## config.mk

```make
export PLATFORM = sky130hd
export DESIGN_NAME = iox_top
export DESIGN_NICKNAME = d
export VERILOG_FILES = /design/src/common/iox_pkg.sv /design/src/design/iox_sync.sv /design/src/design/iox_top.sv
export SDC_FILE = /design/constraint.sdc
export NUM_CORES = 1
export LEC_CHECK = 0
export ABC_AREA = 1
export BUFFER_PORTS_ARGS = -buffer_cell sky130_fd_sc_hd__buf_2
export CORE_MARGIN = 2
export CORE_UTILIZATION = 54
export DETAILED_ROUTE_END_ITERATION = 6
export MAX_ROUTING_LAYER = met4
export PLACE_DENSITY = 0.76
export SYNTH_ARGS = -nofsm -noshare
export SYNTH_HDL_FRONTEND = slang
export SYNTH_SLANG_ARGS = --single-unit
```

## constraint.sdc

```tcl
create_clock -name clk -period 1.6 [get_ports clk]
set_input_delay 0.16 -clock clk [delete_from_list [all_inputs] [get_ports clk]]
set_output_delay 0.16 -clock clk [all_outputs]
set_load 0.02 [all_outputs]
```

## src/common/iox_pkg.sv

```systemverilog
// constants and types shared by the sixteen-pin expander
package iox_pkg;
  localparam logic [3:0] ADDR_HI = 4'h4;
  localparam int ADDR_SEL_W = 3;
  localparam logic [3:0] BITS_PER_BYTE = 4'h8;
  localparam logic [1:0] GRP_IN = 2'h0;
  localparam logic [1:0] GRP_OUT = 2'h1;
  localparam logic [1:0] GRP_POL = 2'h2;
  localparam logic [1:0] GRP_CFG = 2'h3;
  localparam logic [2:0] CMD_RST = 3'h0;
  localparam logic [15:0] OUT_RST = 16'hFFFF;
  localparam logic [15:0] POL_RST = 16'h0000;
  localparam logic [15:0] CFG_RST = 16'hFFFF;
  // cycles after reset until the synchronised pins show real levels
  localparam logic [2:0] SYNC_SETTLE = 3'h4;
  localparam logic [1:0] KIND_ADDR = 2'h0;
  localparam logic [1:0] KIND_CMD = 2'h1;
  localparam logic [1:0] KIND_DATA = 2'h2;
  localparam int CLK_HZ = 100000000;
  localparam int SCL_MAX_HZ = 400000;
  localparam int SCL_MIN_PERIOD_CYC = (CLK_HZ + SCL_MAX_HZ - 1) / SCL_MAX_HZ;
  typedef enum logic [4:0] {
    IOX_IDLE = 5'h01,
    IOX_RX = 5'h02,
    IOX_ACK = 5'h04,
    IOX_TX = 5'h08,
    IOX_MACK = 5'h10
  } iox_state_t;
endpackage : iox_pkg

```

## src/design/iox_sync.sv

```systemverilog
// three-stage input synchroniser with agreement filter
`timescale 1ns/1ps
module iox_sync #(
  parameter int WIDTH = 1,
  parameter logic [WIDTH-1:0] RST_VAL = '0
) (
  input wire logic clk,
  input wire logic rst_n,
  input wire logic [WIDTH-1:0] d,
  output logic [WIDTH-1:0] q
);
  logic [WIDTH-1:0] s1_r;
  logic [WIDTH-1:0] s2_r;
  logic [WIDTH-1:0] s3_r;
  logic [WIDTH-1:0] q_r;
  wire logic [WIDTH-1:0] differ = s2_r ^ s3_r;
  wire logic [WIDTH-1:0] q_nxt = (s3_r & ~differ) | (q_r & differ);

  always_ff @(posedge clk) begin
    if (!rst_n) begin
      s1_r <= RST_VAL;
      s2_r <= RST_VAL;
      s3_r <= RST_VAL;
      q_r <= RST_VAL;
    end else begin
      s1_r <= d;
      s2_r <= s1_r;
      s3_r <= s2_r;
      q_r <= q_nxt;
    end
  end

  assign q = q_r;
endmodule : iox_sync

```

## src/design/iox_top.sv

```systemverilog
// two-wire serial slave with sixteen-pin i/o ports and change interrupt
//
// Function
// RULE_01 - all sixteen pins are inputs after reset
// RULE_02 - two 8-bit registers per function
// RULE_03 - per-pin direction bit written by master
// RULE_04 - polarity bit inverts captured input level
// RULE_05 - every register readable over serial bus
// RULE_06 - reset restores defaults and bus machine
// RULE_07 - interrupt when input differs from capture
// RULE_08 - interrupt is active-low open drain
// RULE_09 - three pins set low address bits
// RULE_10 - input pins have both drivers off
// RULE_11 - output pins driven from output register
// RULE_12 - master keeps serial clock at most 400kHz; the bench master runs it at 6.25MHz (160 ns per bit)
// RULE_13 - answer addresses 0x20-0x27, last bit read/write
// RULE_14 - command low three bits select register
// RULE_15 - last command kept for later reads
// RULE_16 - input register writes ignored, shows pins
// RULE_17 - direction bit one means input
// RULE_18 - interrupt cleared by match or port read
`timescale 1ns/1ps
module iox_top (
  input wire logic clk,
  input wire logic rst_n,
  input wire logic scl_in,
  input wire logic sda_in,
  output logic sda_out,
  output logic sda_oe_n,
  input wire logic addr_sel_bit0,
  input wire logic addr_sel_bit1,
  input wire logic addr_sel_bit2,
  input wire logic [7:0] port_a_in,
  output logic [7:0] port_a_out,
  output logic [7:0] port_a_oe_n,
  input wire logic [7:0] port_b_in,
  output logic [7:0] port_b_out,
  output logic [7:0] port_b_oe_n,
  output logic int_out,
  output logic int_oe_n
);
  localparam int SYNC_W = 21;
  localparam logic [SYNC_W-1:0] SYNC_RST = {2'h3, 19'h00000};

  wire logic [SYNC_W-1:0] sync_q;
  iox_sync #(.WIDTH(SYNC_W), .RST_VAL(SYNC_RST)) u_sync (
    .clk(clk),
    .rst_n(rst_n),
    .d({scl_in, sda_in, addr_sel_bit2, addr_sel_bit1, addr_sel_bit0, port_b_in, port_a_in}),
    .q(sync_q)
  );

  wire logic scl_f = sync_q[20];
  wire logic sda_f = sync_q[19];
  wire logic [2:0] addr_f = sync_q[18:16];
  wire logic [15:0] pins_f = sync_q[15:0];

  iox_pkg::iox_state_t state_r;
  logic scl_prev_r;
  logic sda_prev_r;
  logic [3:0] bitcnt_r;
  logic [7:0] shift_r;
  logic [1:0] kind_r;
  logic rw_r;
  logic mack_r;
  logic sda_oe_n_r;
  logic [2:0] cmd_r;
  logic [15:0] out_r;
  logic [15:0] pol_r;
  logic [15:0] cfg_r;
  logic [15:0] snap_r;
  logic snap_vld_r;
  logic int_oe_n_r;
  logic [2:0] settle_r;

  // edges and bus conditions on the filtered lines
  wire logic scl_rise = scl_f & ~scl_prev_r;
  wire logic scl_fall = ~scl_f & scl_prev_r;
  wire logic start_det = scl_f & scl_prev_r & sda_prev_r & ~sda_f;
  wire logic stop_det = scl_f & scl_prev_r & ~sda_prev_r & sda_f;
  wire logic in_rx = (state_r == iox_pkg::IOX_RX);
  wire logic byte_done = in_rx & scl_fall & (bitcnt_r == iox_pkg::BITS_PER_BYTE);
  wire logic addr_hit = (shift_r[7:1] == {iox_pkg::ADDR_HI, addr_f}); // RULE_09 RULE_13
  wire logic addr_done = byte_done & (kind_r == iox_pkg::KIND_ADDR);
  wire logic cmd_done = byte_done & (kind_r == iox_pkg::KIND_CMD);
  wire logic wr_done = byte_done & (kind_r == iox_pkg::KIND_DATA);
  wire logic ack_end = (state_r == iox_pkg::IOX_ACK) & scl_fall;
  wire logic mack_end = (state_r == iox_pkg::IOX_MACK) & scl_fall;
  wire logic tx_load = (ack_end & rw_r) | (mack_end & mack_r);

  // read selection
  wire logic [1:0] rd_grp = cmd_r[2:1];
  wire logic rd_port = cmd_r[0];
  wire logic [15:0] live = pins_f ^ pol_r; // RULE_04 RULE_16
  wire logic [15:0] sel16 = (rd_grp == iox_pkg::GRP_IN) ? live :
                            (rd_grp == iox_pkg::GRP_OUT) ? out_r :
                            (rd_grp == iox_pkg::GRP_POL) ? pol_r : cfg_r; // RULE_05 RULE_14
  wire logic [7:0] rd_byte = rd_port ? sel16[15:8] : sel16[7:0];
  wire logic rd_in_load = tx_load & (rd_grp == iox_pkg::GRP_IN);
  wire logic [1:0] wr_grp = cmd_r[2:1];

  // only pins set as inputs can raise the interrupt
  wire logic [15:0] diff = (live ^ snap_r) & cfg_r;
  wire logic int_nxt = snap_vld_r & (|diff);
  wire logic settle_done = (settle_r == iox_pkg::SYNC_SETTLE);

  always_ff @(posedge clk) begin
    if (!rst_n) begin
      scl_prev_r <= 1'b1;
      sda_prev_r <= 1'b1;
    end else begin
      scl_prev_r <= scl_f;
      sda_prev_r <= sda_f;
    end
  end

  // bus state machine; start and stop override any state
  always_ff @(posedge clk) begin
    if (!rst_n) begin
      state_r <= iox_pkg::IOX_IDLE; // RULE_06
      bitcnt_r <= 4'h0;
      shift_r <= 8'h00;
      kind_r <= iox_pkg::KIND_ADDR;
      rw_r <= 1'b0;
      mack_r <= 1'b0;
      sda_oe_n_r <= 1'b1;
    end else if (start_det) begin
      state_r <= iox_pkg::IOX_RX;
      bitcnt_r <= 4'h0;
      kind_r <= iox_pkg::KIND_ADDR;
      sda_oe_n_r <= 1'b1;
    end else if (stop_det) begin
      state_r <= iox_pkg::IOX_IDLE;
      sda_oe_n_r <= 1'b1;
    end else if (tx_load) begin
      state_r <= iox_pkg::IOX_TX; // RULE_05
      shift_r <= rd_byte;
      sda_oe_n_r <= rd_byte[7];
      bitcnt_r <= 4'h1;
    end else begin
      unique case (state_r)
        iox_pkg::IOX_IDLE: begin
        end
        iox_pkg::IOX_RX: begin
          if (scl_rise && bitcnt_r != iox_pkg::BITS_PER_BYTE) begin
            shift_r <= {shift_r[6:0], sda_f};
            bitcnt_r <= bitcnt_r + 4'h1;
          end else if (byte_done) begin
            if (kind_r == iox_pkg::KIND_ADDR && !addr_hit) begin
              state_r <= iox_pkg::IOX_IDLE; // RULE_13
            end else begin
              state_r <= iox_pkg::IOX_ACK;
              sda_oe_n_r <= 1'b0;
              bitcnt_r <= 4'h0;
              if (kind_r == iox_pkg::KIND_ADDR) begin
                rw_r <= shift_r[0]; // RULE_13
                kind_r <= shift_r[0] ? iox_pkg::KIND_DATA : iox_pkg::KIND_CMD;
              end else begin
                kind_r <= iox_pkg::KIND_DATA;
              end
            end
          end
        end
        iox_pkg::IOX_ACK: begin
          if (scl_fall) begin
            state_r <= iox_pkg::IOX_RX;
            sda_oe_n_r <= 1'b1;
          end
        end
        iox_pkg::IOX_TX: begin
          if (scl_fall) begin
            if (bitcnt_r == iox_pkg::BITS_PER_BYTE) begin
              state_r <= iox_pkg::IOX_MACK;
              sda_oe_n_r <= 1'b1;
              bitcnt_r <= 4'h0;
            end else begin
              shift_r <= {shift_r[6:0], 1'b1};
              sda_oe_n_r <= shift_r[6];
              bitcnt_r <= bitcnt_r + 4'h1;
            end
          end
        end
        iox_pkg::IOX_MACK: begin
          if (scl_rise) begin
            mack_r <= ~sda_f;
          end else if (scl_fall) begin
            state_r <= iox_pkg::IOX_IDLE;
          end
        end
      endcase
    end
  end

  // command and register writes
  always_ff @(posedge clk) begin
    if (!rst_n) begin
      cmd_r <= iox_pkg::CMD_RST; // RULE_06
      out_r <= iox_pkg::OUT_RST;
      pol_r <= iox_pkg::POL_RST;
      cfg_r <= iox_pkg::CFG_RST; // RULE_01 RULE_17
    end else if (cmd_done) begin
      cmd_r <= shift_r[2:0]; // RULE_14 RULE_15
    end else if (wr_done) begin
      if (wr_grp == iox_pkg::GRP_OUT) begin
        out_r[rd_port*8 +: 8] <= shift_r; // RULE_02
      end
      if (wr_grp == iox_pkg::GRP_POL) begin
        pol_r[rd_port*8 +: 8] <= shift_r;
      end
      if (wr_grp == iox_pkg::GRP_CFG) begin
        cfg_r[rd_port*8 +: 8] <= shift_r; // RULE_03
      end
    end
  end

  // snapshot taken at start and at each read of an input register
  always_ff @(posedge clk) begin
    if (!rst_n) begin
      snap_r <= 16'h0000;
      snap_vld_r <= 1'b0;
      settle_r <= 3'h0;
      int_oe_n_r <= 1'b1;
    end else begin
      int_oe_n_r <= ~int_nxt; // RULE_07 RULE_18
      if (!snap_vld_r) begin
        // synchronised pins restart at zero; a snapshot taken early would raise a false change
        snap_r <= live;
        snap_vld_r <= settle_done;
        settle_r <= settle_r + 3'h1;
      end else if (rd_in_load) begin
        snap_r[rd_port*8 +: 8] <= live[rd_port*8 +: 8]; // RULE_18
      end
    end
  end

  // drivers: oe_n high releases the pin, so input pins float
  assign port_a_out = out_r[7:0]; // RULE_11
  assign port_b_out = out_r[15:8];
  assign port_a_oe_n = cfg_r[7:0]; // RULE_10
  assign port_b_oe_n = cfg_r[15:8];
  assign sda_out = 1'b0;
  assign sda_oe_n = sda_oe_n_r;
  assign int_out = 1'b0; // RULE_08
  assign int_oe_n = int_oe_n_r;
endmodule : iox_top

```

# Yosys cells after proc, flatten, opt, wreduce, memory -nomap -nowiden
# Cells that the tools add are included.
# op_classes
add_sub_neg	3
n_eq_ne	40
shift	4
n_mux	45
bitwise	38
n_reduce_logical	26
# op_table
operator	count
$mux 16	5
$shiftx 8x34->16	2
$bwmux 16	4
$and 21x21->21	2
$mux 8	5
$mux 5	7
$neg 4->34	1
$shift 8x34->16 const A	1
$reduce_and 8->1	4
$xor 16x16->16	2
$ne 5x5->1 const B	6
$mux 4	7
$ne 3x3->1 const B	8
$not 21->21	1
$or 21x21->21	1
$xor 21x21->21	1
$pmux 5 s4	1
$reduce_and 6->1	3
$and 1x1->1	17
$and 16x16->16	1
$pmux 8 s2	1
$reduce_or 16->1	1
$shiftx 16x5->8	1
$ne 2x2->1 const B	6
other kinds (35)	68
# word_totals
register_bits	180
input_bits	23
out_inout_bits	36
wordCells	179

# Longest topological paths before layout
# Gate-level depths: netlist of run 1.
# logic_depth
ltp_word	10
ltp_mapped	14
ltp_nobuf	13

# Cells and area by module
# Synthesis of run 1 repeated with hierarchy kept, for this count alone.
# unflattened
cells_unflattened	1119
area_unflattened_um2	7862.5
# modules_own_cells
mod	instances	cells_each	area_each_um2	seq_area_each_um2
iox_top	1	829	5312.6	1921.8
iox_sync	1	290	2549.9	1681.6

# Worst setup path after synthesis of run 1
# Ideal clock, no wire load.
# synth_path
kind	reg-to-reg
start	reg bitcnt_r[0]
end	reg shift_r[0]
setup_ps	128
arrival_time_ps	1520
t_required_ps	1472
setup_slack_ps	-48
stages_incl_launch_ff	13
path_buffers	0
synth_period_minus_slack_ps	1648
cell_sequence	dfxtp_1 inv_1 ha_1 nand2_1 nor2_1 nor2_1 nor2_1 nor2_1 nand3_2 inv_2 nand2_1 nand2_1 nor2_1
# synth_via
elab_chain_len	4
word_cells_on_any_way	6
cone_classes	eq/ne (4); reduce/logical (2)
# synth_lines
item	line_no	text
start: declaration	iox_top.sv:61	logic [3:0] bitcnt_r;
start signal: assignment	iox_top.sv:147	bitcnt_r <= bitcnt_r + 4'h1;
start signal: assignment	iox_top.sv:179	bitcnt_r <= bitcnt_r + 4'h1;
$ne 4x4->1	iox_top.sv:145	if (scl_rise && bitcnt_r != iox_pkg::BITS_PER_BYTE) begin
$logic_and 1x1->1	iox_top.sv:145	
$ne 3x1->1 (no line)	-	
$reduce_and 6->1 (no line) (*)	-	
end signal: assignment	iox_top.sv:137	shift_r <= rd_byte;
end signal: assignment	iox_top.sv:146	shift_r <= {shift_r[6:0], sda_f};
end signal: assignment	iox_top.sv:177	shift_r <= {shift_r[6:0], 1'b1};
end: declaration	iox_top.sv:62	logic [7:0] shift_r;
# Every way passes the cells marked *; elsewhere a longest branch is shown, timed or not.
# A chain may end at the register's enable or synchronous reset.

# Final worst setup path of run 1
# layout_path
start	reg state_r[2]
end	reg cfg_r[15]
# layout_via
elab_chain_len	6
word_cells_on_any_way	7
cone_classes	eq/ne (1); bitwise (5); reduce/logical (1)
# layout_lines
item	line_no	text
start: declaration	iox_top.sv:58	iox_pkg::iox_state_t state_r;
start signal: assignment	iox_top.sv:120	state_r <= iox_pkg::IOX_IDLE;
start signal: assignment	iox_top.sv:128	state_r <= iox_pkg::IOX_RX;
start signal: assignment	iox_top.sv:133	state_r <= iox_pkg::IOX_IDLE;
$eq 5x2->1 (*)	iox_top.sv:81	wire logic in_rx = (state_r == iox_pkg::IOX_RX);
$and 1x1->1 (*) (2 in a row)	iox_top.sv:82	wire logic byte_done = in_rx & scl_fall & (bitcnt_r == iox_pkg::BITS_PER_BYTE);
$and 1x1->1	iox_top.sv:85	wire logic cmd_done = byte_done & (kind_r == iox_pkg::KIND_CMD);
$not 1->1 (no line)	-	
$reduce_and 3->1 (no line) (*)	-	
end signal: assignment	iox_top.sv:200	cfg_r <= iox_pkg::CFG_RST;
end signal: indexed assignment	iox_top.sv:211	cfg_r[rd_port*8 +: 8] <= shift_r;
end: declaration	iox_top.sv:70	logic [15:0] cfg_r;
# Marked as above.

==> impl_metrics.toml, run 1 <==
[outcome]
status = "complete, but fails checks"
failed_checks = "design-rule violations, negative setup slack"

[global_routing]
grt_overflow = 0
grt_pass1_wl_um = 34300
grt_max_degree = 97
antenna_found_initial = 0
grt_pass1_vias = 7162
gr-usage-all-layers_pct = 27.9

[synth]
ys.flop_type = "dfxtp_1"
syn_area_sq_um = 7950
synth-seq-area-share_pct = 45.3
synth_warnings = 0
synthTopCellsByArea = "dfxtp_1 (45%), nand2_1 (16%), nand3_1 (9.1%), inv_1 (6.6%), a21oi_1 (4.4%)"
synthSimpleGateAreaFrac_pct = 33.7
synth_common_cells = "nand2_1 (332), dfxtp_1 (180), nand3_1 (144)"
synth_top_family_by_area = "simple AND/OR/NAND/NOR gates"
synth_top_area_share_pct = 45.3
avgSynthCellArea_sq_um = 6.99
synth_most_common_cell = "nand2_1"
yosys_register_bits = 180
synth_edf_count = 0
synth_xor_xnor_area_share_pct = 1.65
synthAdderAreaFrac_pct = 0.630
synth_compound_area_share_pct = 8.73
synthArstFlopShare_pct = 0
synthMuxAreaShare_pct = 0
synthCells = 1138
yosysTopAreaCell = "dfxtp_1"
ys_types = 38

[power_and_ir_drop]
ir_drop_mv = 0.735
p_sw_mw = 2.10
leakagePower_nw = 5.18
combPwrFrac_pct = 3.8
power_frac_seq_pct = 50.0
internal_power_mw = 7.14
powerDensity_nw_per_um2 = 882
sw_frac_of_total_pct = 22.8
pwr-share-clk_pct = 46.2

[timing]
grt_setup_unrepaired = "yes"
min_period_ns = 1.70
layout_setup_ws_ns = -0.101
drv_slew = 0
tightest_slew_ns = 0.548
hold_viol = 0
fmax_mhz = 588
clock_skew_ns = 0.00906
setup_viol_count_final = 43
setup-tns-final_ns = -2.08
post-route-period-util_pct = 106
slew_headroom_pct = 63.4

[drt]
vias = 7863
firstDrtPassIters = 7
vias_per_cell = 5.30
avgRoutedWirePerCell_um = 14.5
drt-initial-drc-count = 679
drtAntennaViolNets = 0
remaining_drc_errors = 3
drt-total-wl_um = 21500

[final_layout]
diodes = 0
fillers = 1099
drive_above_1_share_pct = 25.9
nets = 1313
final_area_sq_um = 10500
syn_to_final_growth_pct = 31.8

[clock_network]
path_clk_slew_ns = 0.07
numCtsBuffers = 17
root_buffer = "clkbuf_16"
cts_max_level = 4
cts_buffer_depth = 2
clk_latency_ns = 0.43
cts_tree = "built"
cts_sinks = 180

[critical_path]
startpoint_type = "register"
critical_path_required_ns = 1.90
r2r.worst_path.cells = 11
endpoint_kind = "register"
crit_arrival_ns = 2.00
critPathMaxFanout = 8
crit_type = "reg -> reg"

[floorplanning]
start_util_pct = 54.9
die_area_sq_um = 15700
fp-row-count = 44
core_region_area_sq_um = 14500
die_x_um = 125
num_io_pins = 59
fp.dieH_um = 125

[placement]
placed_cell_area_sq_um = 8870
io_buffers = 56
finalWeightedCongestion = 0.958
hpwl_um = 13900

[worst_hold_path]
hold_path.class = "reg -> reg"
hold_depth = 2

[run]
max_cap_violations = 0
## critical path: stages, from the launching register on
cell and delay [ns]:
dfxtp_4 0.36, nor2_4 0.14, nand4_4 0.11, clkinv_2 0.08
nand2_2 0.07, inv_2 0.08, nand3_4 0.09, buf_12 0.16
nor2_8 0.18, nand2_4 0.12, nand2_1 0.08, nand3_1 0.07
## through the flow
stage,utilization [%],setup slack [ns],std cells,total power [mW],hold WS [ns]
3_5_place_dp,61.3,-0.122,1408,5.01,0.345
5_1_grt,72.4,-0.246,1483,9.59,0.437
6_report,72.4,-0.101,1483,9.24,0.412
3_3_place_gp,61.3,-0.0875,1408,4.99,0.339
4_1_cts,68.6,-0.0741,1470,9.27,0.415
2_1_floorplan,-,0.00322,1139,4.91,0.258
## final cells by class
class                   instances  area (sq um)  area share [%]
repair buffers                170          1330            12.7
well taps                     184           230            2.20
flip-flops and latches        180          3620            34.5
inverters                     148           584            5.58
multi-input cells             769          4110            39.2
clock buffers                  20           447            4.26
clock inverters                12           163            1.55
## per-layer routing
metal | wire, um | global-route usage (%) | vias up | share of wire (%)
li1 | - | - | 3886 | -
met1 | 9440 | 35.8 | 3593 | 44
met2 | 9870 | 43.4 | 314 | 46
met3 | 1490 | 5.78 | 70 | 6.9
met4 | 702 | 10.9 | 0 | 3.3
met5 | 0 | - | - | 0
## worst paths after layout
kind / from / endpoint / slack, ns
max: state_r[2] / cfg_r[15] / -0.10
min reg2reg: u_sync.s1_r[12] / u_sync.s2_r[12] / 0.41
max reg2reg: state_r[2] / cfg_r[15] / -0.10
min: u_sync.s1_r[12] / u_sync.s2_r[12] / 0.41
## cells by family (layout without fill, tap and decap cells)
logic type / Yosys count / in the layout
adder cells (fa/ha/maj): 4 / 4
XOR/XNOR: 15 / 15
AND/OR/NAND/NOR: 608 / 612
flip-flops: 180 / 180
AO/OA/AOI/OAI: 136 / 136
buffers and inverters: 194 / 350
other: 1 / 2
## power groups by stage
stage	Sequential [mW]	Clock, mW	Combinational [mW]
CTS	4.62	4.32	0.331
global placement	4.71	0	0.278
floorplan	4.71	0	0.209
finish	4.62	4.27	0.353
detailed placement	4.72	0	0.287
global route	4.63	4.56	0.404
## timing repair
item | CTS | global route
endpoints found under the setup margin | 81 | 89
hold endpoints to repair | 24 | 0
hold buffers | 22 | 0
resized for setup | 39 | 128
pin swaps | 20 | 46
gates cloned | 2 | 2
buffers inserted | 6 | 11
## placed cells by master (no fill, tap or decap), types with 7 or more instances in the layout
master         count
a21oi_1           52
a21oi_2           18
buf_12             7
buf_2             55
buf_4             74
buf_6             12
clkbuf_16         17
dfxtp_1          170
dfxtp_2            9
dlygate4sd3_1     22
inv_1            133
inv_2              9
nand2_1          294
nand2_2           32
nand2_4           15
nand3_1          116
nand3_2           26
nand4_1            9
nor2_1            80
nor2_4             9
o21ai_0           51
or2_2             10
xnor2_1            8
No activity file was read; power rests on OpenSTA's default activity.
==> run 2, diff against run 1 <==
--- a/config.mk
+++ b/config.mk
@@ -8,10 +8,9 @@
 export ABC_AREA = 1
 export BUFFER_PORTS_ARGS = -buffer_cell sky130_fd_sc_hd__buf_2
 export CORE_MARGIN = 2
-export CORE_UTILIZATION = 54
+export CORE_UTILIZATION = 35
 export DETAILED_ROUTE_END_ITERATION = 6
 export MAX_ROUTING_LAYER = met4
-export PLACE_DENSITY = 0.76
 export SYNTH_ARGS = -nofsm -noshare
 export SYNTH_HDL_FRONTEND = slang
 export SYNTH_SLANG_ARGS = --single-unit
==> run 2 against run 1 <==
Effect of this change:
- the flow finishes with violations (negative setup slack)
- critical path depth is 1 higher
- maximum frequency is 0.87% higher
- combinational power increased by 5%
- via count is 2.0% lower
- clock power rose by 3%
- sequential power hardly changed
- largest power group unchanged
- die area up 52%
- global-route usage fell by 8.9 points
- flip-flop and latch count unchanged
- cell area increased by 5.1%
- sequential share of layout area is 1.5 points lower
- total power rose by 1.6%
==> impl_metrics.toml, run 2 (synthesis gave the netlist of run 1 again) <==
[outcome]
status = "complete, but fails checks"
failed_checks = "negative setup slack"

[drt]
vias_per_cell = 4.83
drtAntennaViolNets = 0
firstDrtPassIters = 6
drt-total-wl_um = 22600
vias = 7706
remaining_drc_errors = 0
drt-initial-drc-count = 568
avgRoutedWirePerCell_um = 14.2

[power_and_ir_drop]
power_frac_seq_pct = 49.1
sw_frac_of_total_pct = 25.3
ir_drop_mv = 0.544
pwr-share-clk_pct = 46.9
leakagePower_nw = 5.37
p_sw_mw = 2.38
powerDensity_nw_per_um2 = 853
combPwrFrac_pct = 4.0
internal_power_mw = 7.02

[global_routing]
grt_max_degree = 102
grt_pass1_vias = 6862
grt_overflow = 0
antenna_found_initial = 0
gr-usage-all-layers_pct = 19.0
grt_pass1_wl_um = 35300

[critical_path]
r2r-start = "bitcnt_r[0]"
reg2reg_slack_ns = -0.09
critPathMaxFanout = 8
path_common_cell = "nand2_4"
endpoint_kind = "register"
critical_path_required_ns = 1.90
cp_slowest_cell = "dfxtp_2"
crit_type = "reg -> reg"
worstPathCellList = "inv_2 > ha_4 > nand2_4 > nor2_4 > nand2_4 > inv_4 > nand3_4 > buf_12 > nor2_8 > nand2_4 > nand2_1 > nand3_1"
worst_path_largest_cell_delay_ns = 0.33
startpoint_type = "register"
path_buf_inv = 3
path_delay_family = "simple AND/OR/NAND/NOR gates"
crit_arrival_ns = 1.98
worstSetupStartpoint = "bitcnt_r[0]"

[timing]
hold_viol = 0
setup_viol_count_final = 55
post-route-period-util_pct = 105
drv_slew = 0
clock_skew_ns = 0.0141
layout_setup_ws_ns = -0.0862
setup-tns-final_ns = -2.55
grt_setup_unrepaired = "yes"
fmax_mhz = 593
min_period_ns = 1.69

[placement]
hpwl_um = 14900
dp_slack_ns = -0.101
io_buffers = 56
finalWeightedCongestion = 0.869

[final_layout]
syn_to_final_growth_pct = 38.5
final_common_cell = "nand2_1"
nets = 1325
drive_above_1_share_pct = 29.9
final_cell_mix = "nand2_1 (290), dfxtp_1 (165), inv_1 (128), nand3_1 (104), nor2_1 (78)"
diodes = 0

[worst_hold_path]
hold_path.class = "in -> reg"
hold_path_startpoint = "rst_n"

[run]
max_cap_violations = 0

[clock_network]
clk_latency_ns = 0.44
cts_buffer_depth = 2
cts_max_level = 4
cts_sinks = 180
path_clk_slew_ns = 0.08
root_buffer = "clkbuf_16"
numCtsBuffers = 17
cts_tree = "built"

[floorplanning]
num_io_pins = 59
fp.dieH_um = 155
core_region_area_sq_um = 22400
fp-row-count = 55
die_x_um = 155
start_util_pct = 35.4
die_area_sq_um = 23900
[run 2: layout make-up]
class / count / area [sq um]
clock inverters: 15 / 204
flip-flops and latches: 180 / 3630
multi-input cells: 769 / 4320
fillers: 2142 / 11400
inverters: 148 / 597
repair buffers: 182 / 1470
well taps: 285 / 357
clock buffers: 17 / 425
[run 2: through the flow]
stage                     power (mW)  hold WS [ns]  area, sq um  utilization (%)  cells
after floorplan                 4.91         0.258         7960                -   1139
after global placement          5.01         0.346         9050             40.4   1518
after detailed placement        5.01         0.344         9050             40.4   1518
after CTS                       9.44         0.182        10300             45.7   1583
after global routing            9.73         0.224        11000             49.1   1596
final                           9.39         0.189        11000             49.1   1596
[run 2: final timing paths]
check,endpoint,depth (start not counted)
hold / removal,u_sync.s3_r[20],3
setup / recovery,cfg_r[2],12
hold reg to reg,u_sync.s2_r[18],2
setup reg to reg,cfg_r[2],12
[run 2: repair_timing]
action,4_1_cts,5_1_grt
setup buffers,8,14
pin swaps,23,59
endpoints found under the hold margin,21,0
setup endpoints to repair,74,87
hold buffers,21,0
cloned,4,0
resized for setup,67,183
[run 2: worst register-to-register path, delay by kind of cell, from the launching register on]
family | cells | cell delay [ns]
fa+ha+maj | 1 | 0.15
simple gates | 8 | 0.77
buf+inv | 3 | 0.30
flops | 1 | 0.33
[run 2: per-layer routing]
metal  GRT usage [%]  routed length, um  up-vias
li1                -                  -     3911
met1            25.7              10500     3464
met2            28.1              10100      275
met3            3.33               1390       56
met4            8.02                693        0
met5               -                  0        -
[run 2: power groups by stage]
| stage | Clock, mW | Combinational [mW] | Sequential (mW) |
|---|---|---|---|
| 2_1_floorplan | 0 | 0.209 | 4.71 |
| 3_3_place_gp | 0 | 0.292 | 4.72 |
| 3_5_place_dp | 0 | 0.297 | 4.72 |
| 4_1_cts | 4.48 | 0.340 | 4.61 |
| 5_1_grt | 4.68 | 0.425 | 4.62 |
| 6_report | 4.41 | 0.372 | 4.61 |
==> run 3, diff against run 2 <==
==> constraint.sdc (replaced) <==
create_clock -name clk -period 1.8 [get_ports clk]
set_input_delay 0.18 -clock clk [delete_from_list [all_inputs] [get_ports clk]]
set_output_delay 0.18 -clock clk [all_outputs]
set_load 0.02 [all_outputs]
==> run 3 against run 2 <==
Effect of this change:
- the flow now finishes without violations
- clock skew decreased by 0.0012 ns
- global-route usage shrank 1.2 points
- first-iteration DRC count up 15%
- maximum frequency shrank 5.7%
- non-clock buffer count shrank 48
- sequential power is 11% lower
- sequential share of layout area grew 3.5 points
- die area did not move
- critical path depth down 1
- clock-buffer cell count unchanged
- total power is 11% lower
- critical endpoint is now cfg_r[7]
- highest routed layer unchanged
==> impl_metrics.toml, run 3 (synthesis gave the netlist of run 1 again) <==
[critical_path]
endpoint_kind = "register"
crit_type = "reg -> reg"
crit_arrival_ns = 2.16
r2r-start = "bitcnt_r[1]"
startpoint_type = "register"
critical_path_required_ns = 2.17
reg2reg_slack_ns = 0.01
r2r.worst_path.cells = 11
r2r-end = "cfg_r[7]"
critPathMaxFanout = 7

[floorplanning]
fp.dieH_um = 155
start_util_pct = 35.4
num_io_pins = 59
fp-row-count = 55
die_area_sq_um = 23900
core_region_area_sq_um = 22400
die_x_um = 155

[timing]
fmax_mhz = 559
min_period_ns = 1.79
hold_viol = 0
grt_setup_unrepaired = "yes"
layout_setup_ws_ns = 0.0120
clock_skew_ns = 0.0129
drv_slew = 0
whs_ns = 0.225
setup-tns-final_ns = 0
setup_viol_count_final = 0
post-route-period-util_pct = 99.3

[drt]
vias_per_cell = 4.75
drt-total-wl_um = 21000
drtAntennaViolNets = 0
drt-initial-drc-count = 653
remaining_drc_errors = 0
vias = 7345
firstDrtPassIters = 5
avgRoutedWirePerCell_um = 13.6

[global_routing]
grt_max_degree = 105
grt_overflow = 0
antenna_found_initial = 0
gr-usage-all-layers_pct = 17.8
grt_pass1_vias = 6337
grt_pass1_wl_um = 33100

[power_and_ir_drop]
internal_power_mw = 6.33
ir_drop_mv = 0.536
leakagePower_nw = 4.82
combPwrFrac_pct = 3.5
p_sw_mw = 2.02
powerDensity_nw_per_um2 = 844
pwr-share-clk_pct = 47.4
power_frac_seq_pct = 49.1
sw_frac_of_total_pct = 24.2

[clock_network]
numCtsBuffers = 17
clk_latency_ns = 0.44
path_clk_slew_ns = 0.07
cts_max_level = 4
cts_sinks = 180
cts_buffer_depth = 2
root_buffer = "clkbuf_16"
cts_tree = "built"

[worst_hold_path]
min_to = "u_sync.s2_r[19]"
hold_depth = 3
hold_path.class = "in -> reg"
hold_path_startpoint = "rst_n"

[placement]
dp_slack_ns = 0.0124
finalWeightedCongestion = 0.909
io_buffers = 56
hpwl_um = 14400

[final_layout]
nets = 1275
fillers = 2290
syn_to_final_growth_pct = 24.4
drive_above_1_share_pct = 18.2
final_cell_mix = "nand2_1 (317), dfxtp_1 (174), inv_1 (135), nand3_1 (131), nor2_1 (84)"
final_common_cell = "nand2_1"
diodes = 0

[outcome]
status = "completed"

[run]
max_cap_violations = 0
[run 3: layout make-up]
type	count	area (sq um)	share of cell area (%)
Multi-Input combinational cell	767	3760	38.0
Sequential cell	180	3610	36.5
Timing Repair Buffer	134	965	9.75
Inverter	148	564	5.70
Clock buffer	17	425	4.30
Tap cell	285	357	3.60
Clock inverter	15	205	2.07
[run 3: how the worst max path moves through the flow]
stage	endpoint	slack, ns	cells after the start	from
3_3_place_gp	state_r[0]	0.05	13	bitcnt_r[1]
2_1_floorplan	shift_r[0]	0.15	12	bitcnt_r[0]
5_1_grt	cfg_r[15]	-0.08	11	bitcnt_r[1]
3_5_place_dp	state_r[1]	0.01	13	bitcnt_r[1]
4_1_cts	pol_r[0]	0.002	10	scl_prev_r
6_report	cfg_r[7]	0.01	11	bitcnt_r[1]
[run 3: through the flow]
| stage | power [mW] | cells | utilization (%) | instance area [sq um] |
|---|---|---|---|---|
| after floorplan | 4.37 | 1139 | - | 7950 |
| after global placement | 4.45 | 1482 | 39.0 | 8750 |
| after detailed placement | 4.45 | 1482 | 39.0 | 8750 |
| after CTS | 8.44 | 1535 | 42.8 | 9600 |
| after global routing | 8.67 | 1546 | 44.1 | 9890 |
| final | 8.35 | 1546 | 44.1 | 9890 |
[run 3: per-layer routing]
metal  vias to the layer above  routed length, um  track usage [%]
li1                       3798                  -                -
met1                      3283              10200             25.1
met2                       224               8970             25.5
met3                        40               1330             2.91
met4                         0                530             7.23
met5                         -                  0                -
[run 3: power by group through the flow]
stage          combinational, mW  clock (mW)  sequential [mW]
6_report                   0.296        3.96             4.10
5_1_grt                    0.342        4.21             4.11
4_1_cts                    0.292        4.04             4.10
3_5_place_dp               0.257           0             4.19
3_3_place_gp               0.253           0             4.19
2_1_floorplan              0.186           0             4.18
[run 3: critical path, cell delays in order, from the launching register on]
cell and delay (ns):
dfxtp_4 0.36, inv_4 0.06, ha_4 0.14, nand2_4 0.06, nor2_4 0.11, nand2_2 0.06, inv_2 0.09, nand3_4 0.19
nor2_8 0.32, buf_6 0.18, nand3_1 0.07, nand3_1 0.08
[run 3: timing repair]
action	4_1_cts	5_1_grt
hold endpoints to repair	21	0
hold buffers	21	0
setup buffers	0	9
gates cloned	0	2
pin swaps	0	17
resized for setup	1	61
endpoints found under the setup margin	2	78
